$ cat config.mk
export PLATFORM = sky130hd
export DESIGN_NAME = srl_repeater
export DESIGN_NICKNAME = d
export VERILOG_FILES = /design/src/srl_pkg.sv /design/src/srl_repeater.sv
export SDC_FILE = /design/constraint.sdc
export NUM_CORES = 1
export LEC_CHECK = 0
export BUFFER_PORTS_ARGS = -buffer_cell sky130_fd_sc_hd__buf_2
export CAP_MARGIN = 20
export CORE_ASPECT_RATIO = 2
export CORE_MARGIN = 2
export CORE_UTILIZATION = 60
export CTS_CLUSTER_SIZE = 12
export DETAILED_ROUTE_END_ITERATION = 10
export HOLD_SLACK_MARGIN = 0.12
export PLACE_DENSITY_LB_ADDON = 0.3
export SLEW_MARGIN = 5
export SYNTH_ARGS = -nofsm -noshare
export SYNTH_HDL_FRONTEND = slang
export SYNTH_SLANG_ARGS = --single-unit
export TNS_END_PERCENT = 10
$ cat constraint.sdc
create_clock -name mclk -period 5.3 [get_ports mclk]
set_input_delay 0.265 -clock mclk [delete_from_list [all_inputs] [get_ports mclk]]
set_output_delay 0.265 -clock mclk [all_outputs]
set_load 0.005 [all_outputs]
$ cat src/srl_pkg.sv
// constants and types shared by the segment repeater logic
`default_nettype none

package srl_pkg;

  // ----------------------------------------------------------------
  // clock and line timing
  // ----------------------------------------------------------------
  localparam int CLK_MHZ      = 50;
  localparam int BIT_NS       = 100;
  localparam int CS_DROP_NS   = 160;
  localparam int CD_DROP_NS   = 160;
  localparam int FWD_DELAY_NS = 800;
  localparam int JAM_DELAY_NS = 200;
  localparam int SYNC_STAGES  = 2;

  // ----------------------------------------------------------------
  // derived cycle counts
  // ----------------------------------------------------------------
  localparam int BIT_CYC       = (BIT_NS * CLK_MHZ) / 1000;
  localparam int HALF_CYC      = (BIT_CYC + 1) / 2;
  // pin to flag costs the sync stages plus one counter load; 5 still bridges a bit cell
  localparam int CS_HOLD_CYC   = (CS_DROP_NS * CLK_MHZ) / 1000 - SYNC_STAGES - 1;
  localparam int CD_HOLD_CYC   = (CD_DROP_NS * CLK_MHZ) / 1000 - SYNC_STAGES - 1;
  localparam int MIDBIT_MIN    = (BIT_CYC * 3) / 4 + 1;

  localparam int CNT_W = 3;
  localparam int GAP_W = 4;
  localparam int PH_W  = 3;

  localparam logic [CNT_W-1:0] CS_HOLD_LD = CNT_W'(CS_HOLD_CYC);
  localparam logic [CNT_W-1:0] CD_HOLD_LD = CNT_W'(CD_HOLD_CYC);
  localparam logic [GAP_W-1:0] GAP_MIN    = GAP_W'(MIDBIT_MIN);
  localparam logic [GAP_W-1:0] GAP_MAX    = 4'hf;
  localparam logic [PH_W-1:0]  PH_LAST    = PH_W'(BIT_CYC - 1);
  localparam logic [PH_W-1:0]  PH_HALF    = PH_W'(HALF_CYC);

  // ----------------------------------------------------------------
  // repeater states
  // ----------------------------------------------------------------
  typedef enum logic [1:0] {
    ST_IDLE = 2'b00,
    ST_A2B  = 2'b01,
    ST_B2A  = 2'b10,
    ST_JAM  = 2'b11
  } srl_state_e;

endpackage : srl_pkg

`default_nettype wire

$ cat src/srl_repeater.sv
// two-segment repeater: carrier/collision sensing, retimed forwarding, jam
// ----------------------------------------------------------------
// Overview of operation
// - carrier sense drops within 160 ns after line activity stops.
// - after the last valid bit of a frame no further bit is sent on.
// - each segment has its own carrier sense with station timing.
// - once carrier is seen on one segment its signal goes to the other while carrier lasts.
// - forwarded bits are decoded and re-encoded against the local bit timing.
// - steady-state forwarding delay stays within 800 ns.
// - each segment has its own collision detect with station timing.
// - a collision on either side while forwarding is made visible to all stations.
// - the collision indication reaches the other segment within 200 ns.
// - carrier sense rises within 200 ns of carrier onset.
// - collision detect rises within 200 ns of onset and drops within 160 ns of its end.
// ----------------------------------------------------------------
`timescale 1ns/10ps
`default_nettype none

module srl_repeater
  import srl_pkg::*;
#(
  parameter int BUF_DEPTH = 2
) (
  input  wire logic mclk,
  input  wire logic reset_n,
  input  wire logic seg_a_rx,
  input  wire logic seg_a_col,
  input  wire logic seg_b_rx,
  input  wire logic seg_b_col,
  output var  logic seg_a_tx,
  output var  logic seg_a_tx_en,
  output var  logic seg_b_tx,
  output var  logic seg_b_tx_en,
  output var  logic seg_a_carrier,
  output var  logic seg_b_carrier,
  output var  logic seg_a_collision,
  output var  logic seg_b_collision
);

  localparam int PTR_W = (BUF_DEPTH > 1) ? $clog2(BUF_DEPTH) : 1;
  localparam int CNT_BW = $clog2(BUF_DEPTH + 1);
  localparam logic [CNT_BW-1:0] BUF_FULL = CNT_BW'(BUF_DEPTH);
  localparam logic [PTR_W-1:0] PTR_LAST = PTR_W'(BUF_DEPTH - 1);

  // ----------------------------------------------------------------
  // per-segment sensing and decoding
  // ----------------------------------------------------------------
  wire [1:0] rx_pin;
  wire [1:0] col_pin;
  wire [1:0] cs_w;
  wire [1:0] cd_w;
  wire [1:0] bit_vld;
  wire [1:0] bit_val;
  wire [1:0] cs_nx;
  wire [1:0] cd_nx;

  assign rx_pin  = {seg_b_rx, seg_a_rx};
  assign col_pin = {seg_b_col, seg_a_col};

  for (genvar i = 0; i < 2; i++) begin : g_seg
    logic             rx_meta_ff;
    logic             rx_sync_ff;
    logic             rx_last_ff;
    logic             col_meta_ff;
    logic             col_sync_ff;
    logic             col_last_ff;
    logic [CNT_W-1:0] cs_cnt_ff;
    logic [CNT_W-1:0] cd_cnt_ff;
    logic [GAP_W-1:0] gap_ff;
    logic             cs_ff;
    logic             cd_ff;
    logic             vld_d1_ff;
    logic             vld_d2_ff;
    logic             val_d1_ff;
    logic             val_d2_ff;
    wire              rx_edge;
    wire              col_act;
    wire              accept;
    wire  [CNT_W-1:0] nxt_cs_cnt;
    wire  [CNT_W-1:0] nxt_cd_cnt;
    wire  [GAP_W-1:0] nxt_gap;

    assign rx_edge = rx_sync_ff ^ rx_last_ff;
    // collision presence may toggle, so either level or edge counts
    assign col_act = col_sync_ff | (col_sync_ff ^ col_last_ff);

    // hold counters retrigger on activity, bounded fall time
    assign nxt_cs_cnt = (rx_edge | col_act) ? CS_HOLD_LD :
                        (cs_cnt_ff != '0) ? cs_cnt_ff - 1'b1 : cs_cnt_ff;
    assign nxt_cd_cnt = col_act ? CD_HOLD_LD :
                        (cd_cnt_ff != '0) ? cd_cnt_ff - 1'b1 : cd_cnt_ff;

    // first edge of a burst, or an edge at least 4 cycles (three quarters of a bit plus one) after the last mid-bit
    assign accept  = rx_edge & (~cs_ff | (gap_ff >= GAP_MIN));
    assign nxt_gap = accept ? GAP_W'(1) : (gap_ff == GAP_MAX) ? gap_ff : gap_ff + 1'b1;

    // second half of a cell carries the true bit value
    // two-cycle delay lets the state machine leave idle before the first bit
    assign bit_vld[i] = vld_d2_ff;
    assign bit_val[i] = val_d2_ff;
    assign cs_nx[i]   = (nxt_cs_cnt != '0);
    assign cd_nx[i]   = (nxt_cd_cnt != '0);
    assign cs_w[i]    = cs_ff;
    assign cd_w[i]    = cd_ff;

    always_ff @(posedge mclk or negedge reset_n) begin
      if (!reset_n) begin
        rx_meta_ff  <= 1'b0;
        rx_sync_ff  <= 1'b0;
        rx_last_ff  <= 1'b0;
        col_meta_ff <= 1'b0;
        col_sync_ff <= 1'b0;
        col_last_ff <= 1'b0;
      end else begin
        rx_meta_ff  <= rx_pin[i];
        rx_sync_ff  <= rx_meta_ff;
        rx_last_ff  <= rx_sync_ff;
        col_meta_ff <= col_pin[i];
        col_sync_ff <= col_meta_ff;
        col_last_ff <= col_sync_ff;
      end
    end

    always_ff @(posedge mclk or negedge reset_n) begin
      if (!reset_n) begin
        cs_cnt_ff <= '0;
        cd_cnt_ff <= '0;
        gap_ff    <= GAP_MAX;
        cs_ff     <= 1'b0;
        cd_ff     <= 1'b0;
        vld_d1_ff <= 1'b0;
        vld_d2_ff <= 1'b0;
        val_d1_ff <= 1'b0;
        val_d2_ff <= 1'b0;
      end else begin
        cs_cnt_ff <= nxt_cs_cnt;
        cd_cnt_ff <= nxt_cd_cnt;
        gap_ff    <= nxt_gap;
        cs_ff     <= (nxt_cs_cnt != '0);
        cd_ff     <= (nxt_cd_cnt != '0);
        vld_d1_ff <= accept & ~cd_ff;
        vld_d2_ff <= vld_d1_ff;
        val_d1_ff <= rx_sync_ff;
        val_d2_ff <= val_d1_ff;
      end
    end
  end

  // ----------------------------------------------------------------
  // repeat state machine
  // ----------------------------------------------------------------
  srl_state_e state_ff;
  srl_state_e nxt_state;
  logic       armed_ff;
  logic [PH_W-1:0] ph_ff;
  logic       active_ff;
  logic       cur_bit_ff;

  wire        bit_stb;
  wire        fwd;
  wire        src;
  wire        any_cd;
  wire        buf_empty;
  wire        start_a;
  wire        start_b;
  wire        fwd_done;

  assign bit_stb = (ph_ff == PH_LAST);
  assign fwd     = (state_ff == ST_A2B) | (state_ff == ST_B2A);
  assign src     = (state_ff == ST_B2A);
  assign any_cd  = |cd_w;
  // the quiet requirement stops our own tail being echoed back
  assign start_a = armed_ff & cs_w[0];
  assign start_b = armed_ff & cs_w[1] & ~cs_w[0];
  // only decoded bits are sent, so the frame ends clean
  assign fwd_done = ~cs_w[src] & buf_empty & bit_stb;

  always_comb begin
    nxt_state = state_ff;
    unique case (state_ff)
      ST_IDLE: begin
        if (start_a) begin
          nxt_state = ST_A2B;
        end else if (start_b) begin
          nxt_state = ST_B2A;
        end
      end
      ST_A2B, ST_B2A: begin
        if (any_cd) begin
          nxt_state = ST_JAM;
        end else if (fwd_done) begin
          nxt_state = ST_IDLE;
        end
      end
      ST_JAM: begin
        if (!any_cd && bit_stb) begin
          nxt_state = ST_IDLE;
        end
      end
    endcase
  end

  always_ff @(posedge mclk or negedge reset_n) begin
    if (!reset_n) begin
      state_ff <= ST_IDLE;
      armed_ff <= 1'b0;
    end else begin
      state_ff <= nxt_state;
      armed_ff <= (state_ff == ST_IDLE) & (armed_ff | ~(|cs_w));
    end
  end

  // ----------------------------------------------------------------
  // retiming buffer
  // ----------------------------------------------------------------
  logic [BUF_DEPTH-1:0] buf_mem_ff;
  logic [PTR_W-1:0]     wr_ptr_ff;
  logic [PTR_W-1:0]     rd_ptr_ff;
  logic [CNT_BW-1:0]    buf_cnt_ff;

  wire                  in_valid;
  wire                  in_ready;
  wire                  out_valid;
  wire                  out_ready;
  wire                  push;
  wire                  pop;

  // encoder drains at line rate, so the buffer only absorbs phase slip
  assign in_valid  = fwd & bit_vld[src];
  assign in_ready  = (buf_cnt_ff != BUF_FULL);
  assign out_valid = ~buf_empty;
  assign out_ready = fwd & bit_stb;
  assign buf_empty = (buf_cnt_ff == '0);
  assign push      = in_valid & in_ready;
  assign pop       = out_valid & out_ready;

  always_ff @(posedge mclk or negedge reset_n) begin
    if (!reset_n) begin
      buf_mem_ff <= '0;
      wr_ptr_ff  <= '0;
      rd_ptr_ff  <= '0;
      buf_cnt_ff <= '0;
    end else if (!fwd) begin
      wr_ptr_ff  <= '0;
      rd_ptr_ff  <= '0;
      buf_cnt_ff <= '0;
    end else begin
      if (push) begin
        buf_mem_ff[wr_ptr_ff] <= bit_val[src];
        wr_ptr_ff <= (wr_ptr_ff == PTR_LAST) ? '0 : wr_ptr_ff + 1'b1;
      end
      if (pop) begin
        rd_ptr_ff <= (rd_ptr_ff == PTR_LAST) ? '0 : rd_ptr_ff + 1'b1;
      end
      buf_cnt_ff <= buf_cnt_ff + CNT_BW'(push) - CNT_BW'(pop);
    end
  end

  // ----------------------------------------------------------------
  // local bit clock and encoder
  // ----------------------------------------------------------------
  // odd cycles per bit: first half is one cycle longer than the second
  wire       jam;
  wire       nxt_active;
  wire       nxt_bit;
  wire       line;
  wire [1:0] tgt;

  assign jam        = (state_ff == ST_JAM);
  assign nxt_active = jam | pop;
  // jam is alternating ones and zeros, a legal encoded stream
  assign nxt_bit    = jam ? ~cur_bit_ff : buf_mem_ff[rd_ptr_ff];
  assign line       = active_ff & ((ph_ff < PH_HALF) ? ~cur_bit_ff : cur_bit_ff);
  // forward only away from the source; jam goes to every segment that is not colliding, source included
  assign tgt        = (state_ff == ST_A2B) ? 2'b10 :
                      (state_ff == ST_B2A) ? 2'b01 :
                      jam ? ~cd_w : 2'b00;

  always_ff @(posedge mclk or negedge reset_n) begin
    if (!reset_n) begin
      ph_ff      <= '0;
      active_ff  <= 1'b0;
      cur_bit_ff <= 1'b0;
    end else begin
      ph_ff <= bit_stb ? '0 : ph_ff + 1'b1;
      if (bit_stb) begin
        active_ff  <= nxt_active;
        cur_bit_ff <= nxt_bit;
      end
    end
  end

  // ----------------------------------------------------------------
  // output registers
  // ----------------------------------------------------------------
  always_ff @(posedge mclk or negedge reset_n) begin
    if (!reset_n) begin
      seg_a_tx        <= 1'b0;
      seg_a_tx_en     <= 1'b0;
      seg_b_tx        <= 1'b0;
      seg_b_tx_en     <= 1'b0;
      seg_a_carrier   <= 1'b0;
      seg_b_carrier   <= 1'b0;
      seg_a_collision <= 1'b0;
      seg_b_collision <= 1'b0;
    end else begin
      seg_a_tx        <= line & tgt[0];
      seg_a_tx_en     <= active_ff & tgt[0];
      seg_b_tx        <= line & tgt[1];
      seg_b_tx_en     <= active_ff & tgt[1];
      // next-count taps keep the fall within 160 ns of the pin
      seg_a_carrier   <= cs_nx[0];
      seg_b_carrier   <= cs_nx[1];
      seg_a_collision <= cd_nx[0];
      seg_b_collision <= cd_nx[1];
    end
  end

endmodule : srl_repeater

`default_nettype wire

---- Word-level counts from Yosys, hierarchy flattened ----
Cells that the tools add are included.
storage, ports and cells
  register bits ........................... 60
  output and inout bits ................... 8
  logic and storage cells ................. 174
  bits of input ports ..................... 6
cells by class
  magnitude comparators ................... 7
  add/sub/neg operators ................... 11
  equality and inequality tests ........... 14
  bitwise operators ....................... 41
  multiplexer cells ....................... 42
  reductions and logical operators ........ 18
operator list
  kind                                                               count
  two-way mux 3 bit                                                  9
  nonzero test 3 bit                                                 8
  AND 1 bit                                                          19
  two-way mux 2 bit                                                  9
  two-way mux 1 bit                                                  17
  two-way mux 4 bit                                                  4
  subtractor 3 x 1 -> 3 bit, second input constant                   4
  bitwise OR 1 bit                                                   9
  adder 4 x 1 -> 4 bit, second input constant                        2
  equality test 4 bit, second input constant                         2
  greater-or-equal comparator 4 x 3 -> 1 bit, second input constant  2
  inverter 1 bit                                                     8
  less-than comparator 1 x 2 -> 1 bit, second input constant         3
  inequality test 2 x 1 -> 1 bit, second input constant              3
  inequality test 2 bit, second input constant                       3
  inequality test 3 bit, second input constant                       2
  one-hot mux 2 bit (3 select lines)                                 1
  OR reduction 2 bit                                                 3
  equality test 2 bit, second input constant                         2
  logical NOT 2 bit                                                  2
  bitwise XOR 1 bit                                                  4
  adder 3 x 1 -> 3 bit, second input constant                        1
  equality test 3 bit, second input constant                         1
  less-than comparator 3 x 2 -> 1 bit, second input constant         1
  other kinds (12)                                                   14

---- Depth between registers and ports, before layout ----
Gate-level depths: netlist of the first run.
  depth after elaboration ................. 9
  depth in mapped cells ................... 9

---- Worst setup path after synthesis of the first run ----
No wires, ideal clock.
  kind .................................... register to register
  start point ............................. register state_ff[1]
  end point ............................... register buf_cnt_ff[0]
  clock period less this slack ............ 1903 ps
  required time ........................... 5181 ps
  stages on the path, launching flop included .. 8
  data arrival time ....................... 1784 ps
  library setup time ...................... 119 ps
  setup slack ............................. 3397 ps
  path through ............................ dfrtp_1 -> inv_1 -> ha_1 -> o2111ai_1 -> ha_1 -> inv_1 -> ha_1 -> and2_1
between the ends
  cells in the longest elaborated chain, start to end .. 8
ends and longest elaborated chain
  what                                                  RTL line                                  source
  start, declared                                       srl_repeater.sv:152                       srl_state_e state_ff;
  start signal, assigned                                srl_repeater.sv:208                       state_ff <= nxt_state;
  equality test 2 bit                                   srl_repeater.sv:169, srl_repeater.sv:170
  two-way mux 1 bit (not written as such) (2 in a row)  srl_repeater.sv:229                       assign in_valid = fwd & bit_vld[src];
  AND 1 bit                                             srl_repeater.sv:229
  AND 1 bit                                             srl_repeater.sv:234                       assign push = in_valid & in_ready;
  adder 2 x 1 -> 2 bit                                  srl_repeater.sv:255                       buf_cnt_ff <= buf_cnt_ff + CNT_BW'(push) - CNT_BW'(pop);
  subtractor 2 x 1 -> 2 bit                             srl_repeater.sv:255
  two-way mux 2 bit *                                   srl_repeater.sv:243                       end else if (!fwd) begin
  end signal, assigned                                  srl_repeater.sv:255
  end, declared                                         srl_repeater.sv:219                       logic [CNT_BW-1:0] buf_cnt_ff;
Every way passes the cells marked *; elsewhere a longest branch is shown, timed or not. The select of a mux whose other input is x is not followed.
A chain may end at the register's enable or synchronous reset.

---- Worst setup path in the final report of the first run ----
  start point ............................. register state_ff[0]
  end point ............................... register buf_cnt_ff[0]
The elaborated chain is that of the path after synthesis.

==> impl_metrics.toml, run 1 <==
[placed_design]
dp_hpwl_um = 3040
io_buffer_count = 13
gp_congestion = 0.817
post-place-cells = 305
post-place-ws_ns = 3.20

[routing]
first_pass_iters = 4
via_count = 1715
drtAntennaViolNets = 0
viasPerCell = 5.26
drt_iter0_markers = 12
routed_wl_um = 4230
drt-wirelength-per-cell_um = 13.0
drc_errors = 0

[logic_synthesis]
ys_types = 36
async_flop_share_pct = 100
synth_area_leader_cell = "dfrtp_1"
yosysMostFrequentCell = "dfrtp_1"
synthTopCellsByArea = "dfrtp_1, ha_1, dfstp_2, nor2_1, inv_1"
synth_warnings = 0
ys_seq_elements = 60
synth_common_cells = "dfrtp_1, nor2_1, inv_1"
seq_area_frac_synth_pct = 56.4
synth_area_sq_um = 2680
ys.flop_type = "dfrtp_1"
syn_avg_cell_area_sq_um = 11.3
synth_cells = 237
synth_nets = 266
synth_top_area_share_pct = 48.6
synth_edf_count = 0

[run]
max_cap_violations = 0

[grt]
antenna_found_initial = 0
first_global_vias = 1773
grtUsageTotal_pct = 20.2
grt_util_met2_pct = 34.3
grt_max_degree = 61
overflow = 0
grt_use_met3_pct = 6.97
busiest_layer = "met2"
use_met1_pct = 20.4
grt_pass1_wl_um = 7310

[critical_path]
arrival_ns = 2.35
worst_setup_path_end_kind = "flop"
path_max_fanout = 6
start_kind = "flop"
cp.required_ns = 5.53
worstSetupPathType = "flop to flop"

[floorplanning]
fp.dieH_um = 98.5
die_w_um = 51.2
die-area_sq_um = 5050
rows = 34
start_util_pct = 61.7
core_sq_um = 4340
io_pins = 14

[pwr]
power_density_nw_per_um2 = 433
peakVddDrop_mv = 0.336
power_leakage_nw = 1.47
finalPower_mw = 1.32

[hold_path]
worstHoldPathType = "flop to flop"

[timing]
holdWs_ns = 0.347
min_period_ns = 2.12
setup_viol = 0
slew_headroom_pct = 52.4
setup_tns_ns = 0
worstMarginPinSlew_ns = 0.714
max_freq_mhz = 471
hold_viol = 0
setup_ws_ns = 3.18
drv_slew = 0
grt_setup_unrepaired = "false"
timing.final.crit_share_pct = 40.1
skew_ns = 0.00433

[clock_network]
cts_buffers = 9
postCtsSetupBuffers = 0
cts_sinks = 60
hold_buffers = 5
clockRootBuffer = "clkbuf_8"
cts_tree = "built"
cts_buffer_depth = 2
clkLatencyLatePin_ns = 0.33
clk_pin_slew_worst_paths_ns = 0.06
cts_resized = 0
h-tree-depth = 3

[status]
status = "completed"

[finish]
drive_gt1_share_pct = 15.8
fin_cells = 326
fin_nets = 296
diodes = 0
syn2layout_area_growth_pct = 13.9
cells by family after synthesis:
kind of cell	count (synthesis)	synth area share, %
buffers and inverters	25	3.50
adders and majority gates	23	10.7
xor gates and xnor gates	12	4.21
muxes	9	3.78
AOI/OAI and AO/OA	33	7.94
DFF	60	56.4
and+or+nand+nor	75	13.4
worst max-delay path, stage by stage (launching register included):
cell and delay, ns:
dfrtp_1 0.39, inv_1 0.11, ha_1 0.45, o2111ai_1 0.27, ha_1 0.35, inv_1 0.04
ha_1 0.26, and2_1 0.15
path summary, 6_finish.rpt:
kind | start | end | slack (ns) | cells after the start
worst max-delay path | state_ff[0] | buf_cnt_ff[0] | 3.18 | 7
worst min-delay path | g_seg[1].col_meta_ff | g_seg[1].col_sync_ff | 0.35 | 0
worst max register to register | state_ff[0] | buf_cnt_ff[0] | 3.18 | 7
worst min register to register | g_seg[1].col_meta_ff | g_seg[1].col_sync_ff | 0.35 | 0
max in group asynchronous | reset_n | buf_mem_ff[0] | 4.21 | 3
min in group asynchronous | reset_n | seg_a_tx_en | 0.61 | 3
power breakdown:
group | leakage [nW] | switching (mW) | internal [mW]
registers | 0.702 | 0.0583 | 0.550
clock network | 0.0937 | 0.159 | 0.208
logic | 0.678 | 0.195 | 0.150
cell usage in the layout (no fill, tap or decap), types with 2 or more instances in the layout:
cell type and count:
o21ai_0 5, clkbuf_1 3, mux2_2 3, a21oi_1 14
mux2_1 2, nor3_1 7, or3_1 3, buf_2 13
ha_1 23, nand2_1 15, nand2b_1 4, clkbuf_8 12
a31oi_1 5, xnor2_1 3, nand3_1 7, dfrtp_1 52
o21a_1 2, xor2_1 8, mux2i_1 3, or2_1 5
dfstp_2 8, inv_1 24, nor2b_1 2, nor3b_1 2
nor2_1 26, dlygate4sd3_1 5
metal layers:
metal  share of wire (%)  vias to the layer above  wire (um)
met5                   0                        -          0
met4                 3.3                        0        140
met3                 3.2                        9        137
met2                  55                       24       2310
met1                  39                      831       1640
li1                    -                      851          -
area by class of cell:
| cell class | count | area [sq um] |
|---|---|---|
| timing repair buffer | 19 | 123 |
| clock buffer | 15 | 176 |
| fill | 340 | 1290 |
| inverter | 25 | 93.8 |
| sequential | 60 | 1510 |
| multi-input combinational | 152 | 1070 |
| clock inverter | 1 | 5.00 |
| tap | 54 | 67.6 |
registers in the layout (all words and copies together) (netlist names), 2 cells and up:
| name | flops |
|---|---|
| buf_mem_ff | 2 |
| g_seg.vld_d2_ff | 2 |
| g_seg.gap_ff | 8 |
| g_seg.vld_d1_ff | 2 |
| g_seg.rx_sync_ff | 2 |
| state_ff | 2 |
| g_seg.cd_ff | 2 |
| g_seg.col_sync_ff | 2 |
| g_seg.col_meta_ff | 2 |
| g_seg.cd_cnt_ff | 6 |
| g_seg.val_d1_ff | 2 |
| buf_cnt_ff | 2 |
| g_seg.rx_meta_ff | 2 |
| g_seg.val_d2_ff | 2 |
| g_seg.cs_cnt_ff | 6 |
| g_seg.cs_ff | 2 |
| ph_ff | 3 |
| g_seg.col_last_ff | 2 |
through the flow:
stage          utilization [%]  instance area, sq um
2_1_floorplan                -                  2680
3_3_place_gp              64.9                  2820
3_5_place_dp              64.9                  2820
4_1_cts                   70.3                  3050
5_1_grt                   70.3                  3050
6_report                  70.3                  3050
(Power assumes the default switching activity.)
==> run 2: changes to the inputs <==
--- a/config.mk
+++ b/config.mk
@@ -5,11 +5,12 @@
 export SDC_FILE = /design/constraint.sdc
 export NUM_CORES = 1
 export LEC_CHECK = 0
+export ABC_AREA = 1
 export BUFFER_PORTS_ARGS = -buffer_cell sky130_fd_sc_hd__buf_2
 export CAP_MARGIN = 20
 export CORE_ASPECT_RATIO = 2
 export CORE_MARGIN = 2
-export CORE_UTILIZATION = 60
+export CORE_UTILIZATION = 54
 export CTS_CLUSTER_SIZE = 12
 export DETAILED_ROUTE_END_ITERATION = 10
 export HOLD_SLACK_MARGIN = 0.12
==> constraint.sdc (replaced) <==
create_clock -name mclk -period 1.8 [get_ports mclk]
set_input_delay 0.09 -clock mclk [delete_from_list [all_inputs] [get_ports mclk]]
set_output_delay 0.09 -clock mclk [all_outputs]
set_load 0.005 [all_outputs]
==> run 2 against run 1 <==
  * Clock power rose to 3.1 times the previous value
  * Worst hold slack got worse by 0.056 ns
  * Via count is 12% higher
  * Total power grew to 3.0 times the previous value
  * Largest power group unchanged
  * Wire length increased by 18%
  * Critical path depth is 3 higher
  * Fmax rose by 20%
  * Largest cell class unchanged
  * Die area grew 15%
  * Synthesized area rose by 4.5%
==> impl_metrics.toml, run 2 <==
[floorplanning]
rows = 37
core_sq_um = 5090
start_util_pct = 55.0
fp.dieH_um = 106
die-area_sq_um = 5810
io_pins = 14
die_w_um = 54.9

[logic_synthesis]
synth_cells = 288
synth_nets = 317
synth_top_area_share_pct = 46.5
ys_types = 29
syn_avg_cell_area_sq_um = 9.72
synthTopCellsByArea = "dfrtp_1, ha_1, dfstp_2, inv_1, nand2_1"
synth_edf_count = 0
synth_common_cells = "dfrtp_1, inv_1, nand2_1"
ys_seq_elements = 60
synth_area_sq_um = 2800
synth_area_leader_cell = "dfrtp_1"
synth_warnings = 0
seq_area_frac_synth_pct = 54.0
ys.flop_type = "dfrtp_1"
async_flop_share_pct = 100

[finish]
fin_nets = 357
layout_commonest_cell = "dfrtp_1"
largest_reg_flops = 8
drive_gt1_share_pct = 24.0
syn2layout_area_growth_pct = 18.4
layout_common_cells = "dfrtp_1, inv_1, nand2_1"
diodes = 0
regMostFlops = "g_seg.gap_ff"
reg_top3 = "g_seg.gap_ff (8), g_seg.cd_cnt_ff (6), g_seg.cs_cnt_ff (6)"

[timing]
skew_ns = 0.00381
setup_viol = 0
hold_viol = 0
min_period_ns = 1.77
worstMarginPinSlew_ns = 0.607
timing.final.crit_share_pct = 98.6
grt_setup_unrepaired = "true"
drv_slew = 0
holdWs_ns = 0.291
max_freq_mhz = 564
slew_headroom_pct = 59.5
setup_ws_ns = 0.0260

[pwr]
switching_power_mw = 1.27
power_leakage_nw = 1.70
swShare_pct = 32.2
p_int_mw = 2.68
power_frac_seq_pct = 43.1
finalPower_mw = 3.95
peakVddDrop_mv = 0.850
power_density_nw_per_um2 = 1190
pwr-share-clk_pct = 28.3
p_comb_share_pct = 28.6

[run]
max_cap_violations = 0

[critical_path]
crit_path_frequent_cell = "ha_4"
worst_setup_path_end_kind = "flop"
cp.required_ns = 2.08
worstSetupPathType = "flop to flop"
path_cells = "inv_2, ha_4, inv_4, a21oi_4, nand2_4, ha_4, inv_2, ha_4, xor2_1, nor2_1"
start_kind = "flop"
path_max_fanout = 3
slowest_stage = "dfrtp_1"
slowest_delay_ns = 0.39
arrival_ns = 2.05

[clock_network]
cts_buffer_depth = 2
h-tree-depth = 3
cts_buffers = 9
cts_tree = "built"
clockRootBuffer = "clkbuf_8"
clkLatencyLatePin_ns = 0.35
clk_pin_slew_worst_paths_ns = 0.07
cts_sinks = 60

[routing]
routed_wl_um = 4990
drt_iter0_markers = 16
drc_errors = 0
drt-wirelength-per-cell_um = 12.7
drtAntennaViolNets = 0
first_pass_iters = 4
via_count = 1925
viasPerCell = 4.92

[grt]
grtUsageTotal_pct = 21.1
grt_pass1_wl_um = 8490
overflow = 0
first_global_vias = 1987
grt_max_degree = 28
antenna_found_initial = 0

[placed_design]
gp_congestion = 0.756
post-place-ws_ns = 0.0386
dp_hpwl_um = 3700
io_buffer_count = 13

[hold_path]
worstHoldPathType = "input pin to async pin"

[status]
status = "completed"
## run 2: worst max-delay path, delay by kind of cell (launching register included)
kind,cells,cell delay (ns)
AND/OR/NAND/NOR,2,0.18
AO/OA/AOI/OAI,1,0.12
flip-flops,1,0.39
adder cells (fa/ha/maj),3,0.69
XOR/XNOR,1,0.15
buffers and inverters,3,0.15
## run 2: power by group through the flow
stage / clock network (mW) / registers, mW / logic [mW]
global placement: 0 / 1.72 / 1.02
finish: 1.12 / 1.70 / 1.13
detailed placement: 0 / 1.73 / 1.04
global route: 1.23 / 1.73 / 1.29
floorplan: 0 / 1.71 / 0.744
CTS: 1.16 / 1.70 / 1.06
## run 2: stage by stage
| stage | utilization (%) | cells | setup TNS [ns] | area, sq um |
|---|---|---|---|---|
| 2_1_floorplan | - | 288 | 0 | 2810 |
| 3_3_place_gp | 59.2 | 366 | 0 | 3020 |
| 3_5_place_dp | 59.2 | 366 | 0 | 3020 |
| 4_1_cts | 63.9 | 387 | 0 | 3250 |
| 5_1_grt | 65.1 | 391 | -0.0451 | 3310 |
| 6_report | 65.1 | 391 | 0 | 3310 |
## run 2: cell type report
class | count | area, sq um
fill | 431 | 1780
sequential | 60 | 1510
multi-input combinational | 171 | 1110
inverter | 57 | 220
timing repair buffer | 29 | 210
clock buffer | 12 | 165
tap | 58 | 72.6
clock inverter | 4 | 22.5
## run 2: final timing paths
path | startpoint | end | slack [ns] | cells after the start
worst max register to register | state_ff[1] | buf_cnt_ff[1] | 0.03 | 10
max in group asynchronous | reset_n | g_seg[0].gap_ff[1] | 0.89 | 3
worst max-delay path | state_ff[1] | buf_cnt_ff[1] | 0.03 | 10
worst min-delay path | reset_n | seg_b_tx | 0.29 | 2
min in group mclk | g_seg[1].vld_d1_ff | g_seg[1].vld_d2_ff | 0.35 | 0
worst min register to register | g_seg[1].vld_d1_ff | g_seg[1].vld_d2_ff | 0.35 | 0
## run 2: cells by family (layout without fill, tap and decap cells)
logic type / after synthesis / in the layout / synth area share (%)
compound gates: 22 / 22 / 5.32
xor+xnor: 10 / 10 / 3.67
fa+ha+maj: 23 / 23 / 10.3
buf+inv: 57 / 102 / 7.78
flops: 60 / 60 / 54.0
mux: 1 / 1 / 0.402
simple gates: 115 / 115 / 18.6
## run 2: layer usage
metal	global-route usage (%)	part of all wire (%)	up-vias
li1	-	-	963
met1	21.5	37	915
met2	35.1	56	33
met3	7.22	3.8	14
met4	12.2	3.3	0
met5	0	0	-
## run 2: what timing repair did
action | CTS | global route
hold endpoints to repair | 26 | 0
hold buffers | 5 | 0
buffers inserted | 0 | 4
resized for setup | 0 | 6
setup endpoints to repair | 0 | 2
==> run 3: changes to the inputs <==
--- a/config.mk
+++ b/config.mk
@@ -10,7 +10,7 @@
 export CAP_MARGIN = 20
 export CORE_ASPECT_RATIO = 2
 export CORE_MARGIN = 2
-export CORE_UTILIZATION = 54
+export CORE_UTILIZATION = 45
 export CTS_CLUSTER_SIZE = 12
 export DETAILED_ROUTE_END_ITERATION = 10
 export HOLD_SLACK_MARGIN = 0.12
==> run 3 against run 2 <==
  * Core utilization down 8.3 points
  * Non-clock buffer count fell by 3
  * Cell area is 2.9% higher
  * Flip-flop and latch count stayed put
  * Setup slack gained 0.039 ns
  * Die area is 19% higher
  * Global-route usage is 3.3 points lower
  * Sequential power about the same
  * Clock skew hardly changed
  * Sequential share of layout area fell by 1.3 points
  * Fmax increased by 2.3%
  * Combinational power about the same
  * Critical path type unchanged
  * Largest power group unchanged
==> impl_metrics.toml, run 3 (synthesis gave the netlist of run 2 again) <==
[status]
status = "completed"

[finish]
layout_commonest_cell = "dfrtp_1"
diodes = 0
fin_nets = 354
syn2layout_area_growth_pct = 21.9
largest_reg_flops = 8
design_area_sq_um = 3410
reg_top3 = "g_seg.gap_ff (8), g_seg.cd_cnt_ff (6), g_seg.cs_cnt_ff (6)"
drive_gt1_share_pct = 23.3
layout_common_cells = "dfrtp_1, nand2_1, inv_1"
regMostFlops = "g_seg.gap_ff"

[floorplanning]
fp.dieH_um = 116
core_sq_um = 6010
start_util_pct = 46.6
rows = 40
die_w_um = 59.8
die-area_sq_um = 6900
io_pins = 14

[grt]
overflow = 0
grtUsageTotal_pct = 17.8
antenna_found_initial = 0
grt_max_degree = 61
grt_pass1_wl_um = 8930
first_global_vias = 2059

[placed_design]
dp_hpwl_um = 3580
io_buffer_count = 13
placed_area_sq_um = 3020
post-place-ws_ns = 0.0402
gp_congestion = 0.809

[timing]
setup_viol = 0
timing.final.crit_share_pct = 96.4
holdWs_ns = 0.291
worstMarginPinSlew_ns = 0.434
slew_headroom_pct = 70.9
skew_ns = 0.00408
max_freq_mhz = 576
drv_slew = 0
hold_viol = 0
grt_setup_unrepaired = "true"
setup_tns_ns = 0
setup_ws_ns = 0.0651
min_period_ns = 1.73

[critical_path]
arrival_ns = 2.00
worstSetupPathType = "flop to flop"
start_kind = "flop"
slowest_delay_ns = 0.38
worst_setup_path_end_kind = "flop"
path_max_fanout = 4
cp.required_ns = 2.06
slowest_stage = "dfrtp_1"
crit_path_frequent_cell = "ha_4"
path_cells = "inv_2, ha_4, inv_4, a21oi_4, nand2_4, ha_4, inv_2, ha_4, xor2_1, nor2_1"

[clock_network]
clkLatencyLatePin_ns = 0.33
h-tree-depth = 3
cts_buffer_depth = 2
clk_pin_slew_worst_paths_ns = 0.05
cts_tree = "built"
cts_buffers = 9
cts_sinks = 60
clockRootBuffer = "clkbuf_16"

[pwr]
swShare_pct = 30.4
finalPower_mw = 4.53
power_frac_seq_pct = 37.8
switching_power_mw = 1.38
pwr-share-clk_pct = 37.5
peakVddDrop_mv = 0.747
power_density_nw_per_um2 = 1330
p_comb_share_pct = 24.7
power_leakage_nw = 1.72
p_int_mw = 3.15

[run]
max_cap_violations = 0

[routing]
drtAntennaViolNets = 0
viasPerCell = 4.98
first_pass_iters = 5
via_count = 1956
drt_iter0_markers = 113
drt-wirelength-per-cell_um = 12.5
routed_wl_um = 4920
drc_errors = 0

[hold_path]
worstHoldPathType = "input pin to async pin"
run 3: changes by cell type in the layout (fill, tap and decap cells not counted):
cell,before,now
clkbuf_8,12,0
clkbuf_16,0,9
buf_4,10,7
clkinv_2,4,1
clkinvlp_4,1,4
clkinv_4,0,2
bufinv_16,0,1
inv_1,50,49
inv_2,4,5
nand2_1,50,51
nand2_2,5,4
run 3: final cells by class:
| cell class | instances | area (sq um) |
|---|---|---|
| flip-flops and latches | 60 | 1510 |
| well taps | 63 | 78.8 |
| clock inverters | 7 | 77.6 |
| repair buffers | 26 | 188 |
| multi-input cells | 171 | 1110 |
| inverters | 57 | 220 |
| fillers | 544 | 2590 |
| clock buffers | 9 | 225 |
run 3: power groups by stage:
stage | sequential, mW | combinational (mW) | clock (mW)
after floorplan | 1.71 | 0.744 | 0
after global placement | 1.72 | 1.07 | 0
after detailed placement | 1.73 | 1.08 | 0
after CTS | 1.71 | 1.10 | 1.74
after global routing | 1.74 | 1.29 | 1.80
final | 1.71 | 1.12 | 1.70
run 3: worst paths after layout:
check,slack (ns),from,depth (start not counted),end
setup / recovery,0.07,state_ff[1],10,buf_cnt_ff[1]
hold / removal,0.29,reset_n,3,seg_a_tx_en
setup reg to reg,0.07,state_ff[1],10,buf_cnt_ff[1]
hold reg to reg,0.35,g_seg[1].rx_meta_ff,0,g_seg[1].rx_sync_ff
max in group asynchronous,1.19,reset_n,3,g_seg[0].gap_ff[0]
min in group mclk,0.35,g_seg[1].rx_meta_ff,0,g_seg[1].rx_sync_ff
run 3: per-stage QoR:
stage,cells,utilization (%)
finish,393,56.8
global route,393,56.8
CTS,392,56.2
detailed placement,371,50.3
global placement,371,50.3
floorplan,288,-
run 3: per-layer routing:
metal | global-route usage [%] | wire [um] | share of wire, % | up-vias
met5 | 0 | 0 | 0 | -
met4 | 10.8 | 185 | 3.8 | 0
met3 | 5.69 | 162 | 3.3 | 14
met2 | 31.2 | 2790 | 57 | 29
met1 | 17.3 | 1780 | 36 | 953
li1 | - | - | - | 960
run 3: repair_timing:
| item | CTS | global route |
|---|---|---|
| hold buffers | 5 | 0 |
| setup buffers | 0 | 1 |
| hold endpoints to repair | 64 | 0 |
| endpoints found under the setup margin | 0 | 2 |
| resized for setup | 0 | 6 |
run 3: critical path, delay by kind of cell (launching register included):
kind / cells / cell delay [ns]
AO/OA/AOI/OAI: 1 / 0.12
XOR/XNOR: 1 / 0.15
adder cells (fa/ha/maj): 3 / 0.69
buffers and inverters: 3 / 0.15
flip-flops: 1 / 0.38
AND/OR/NAND/NOR: 2 / 0.17
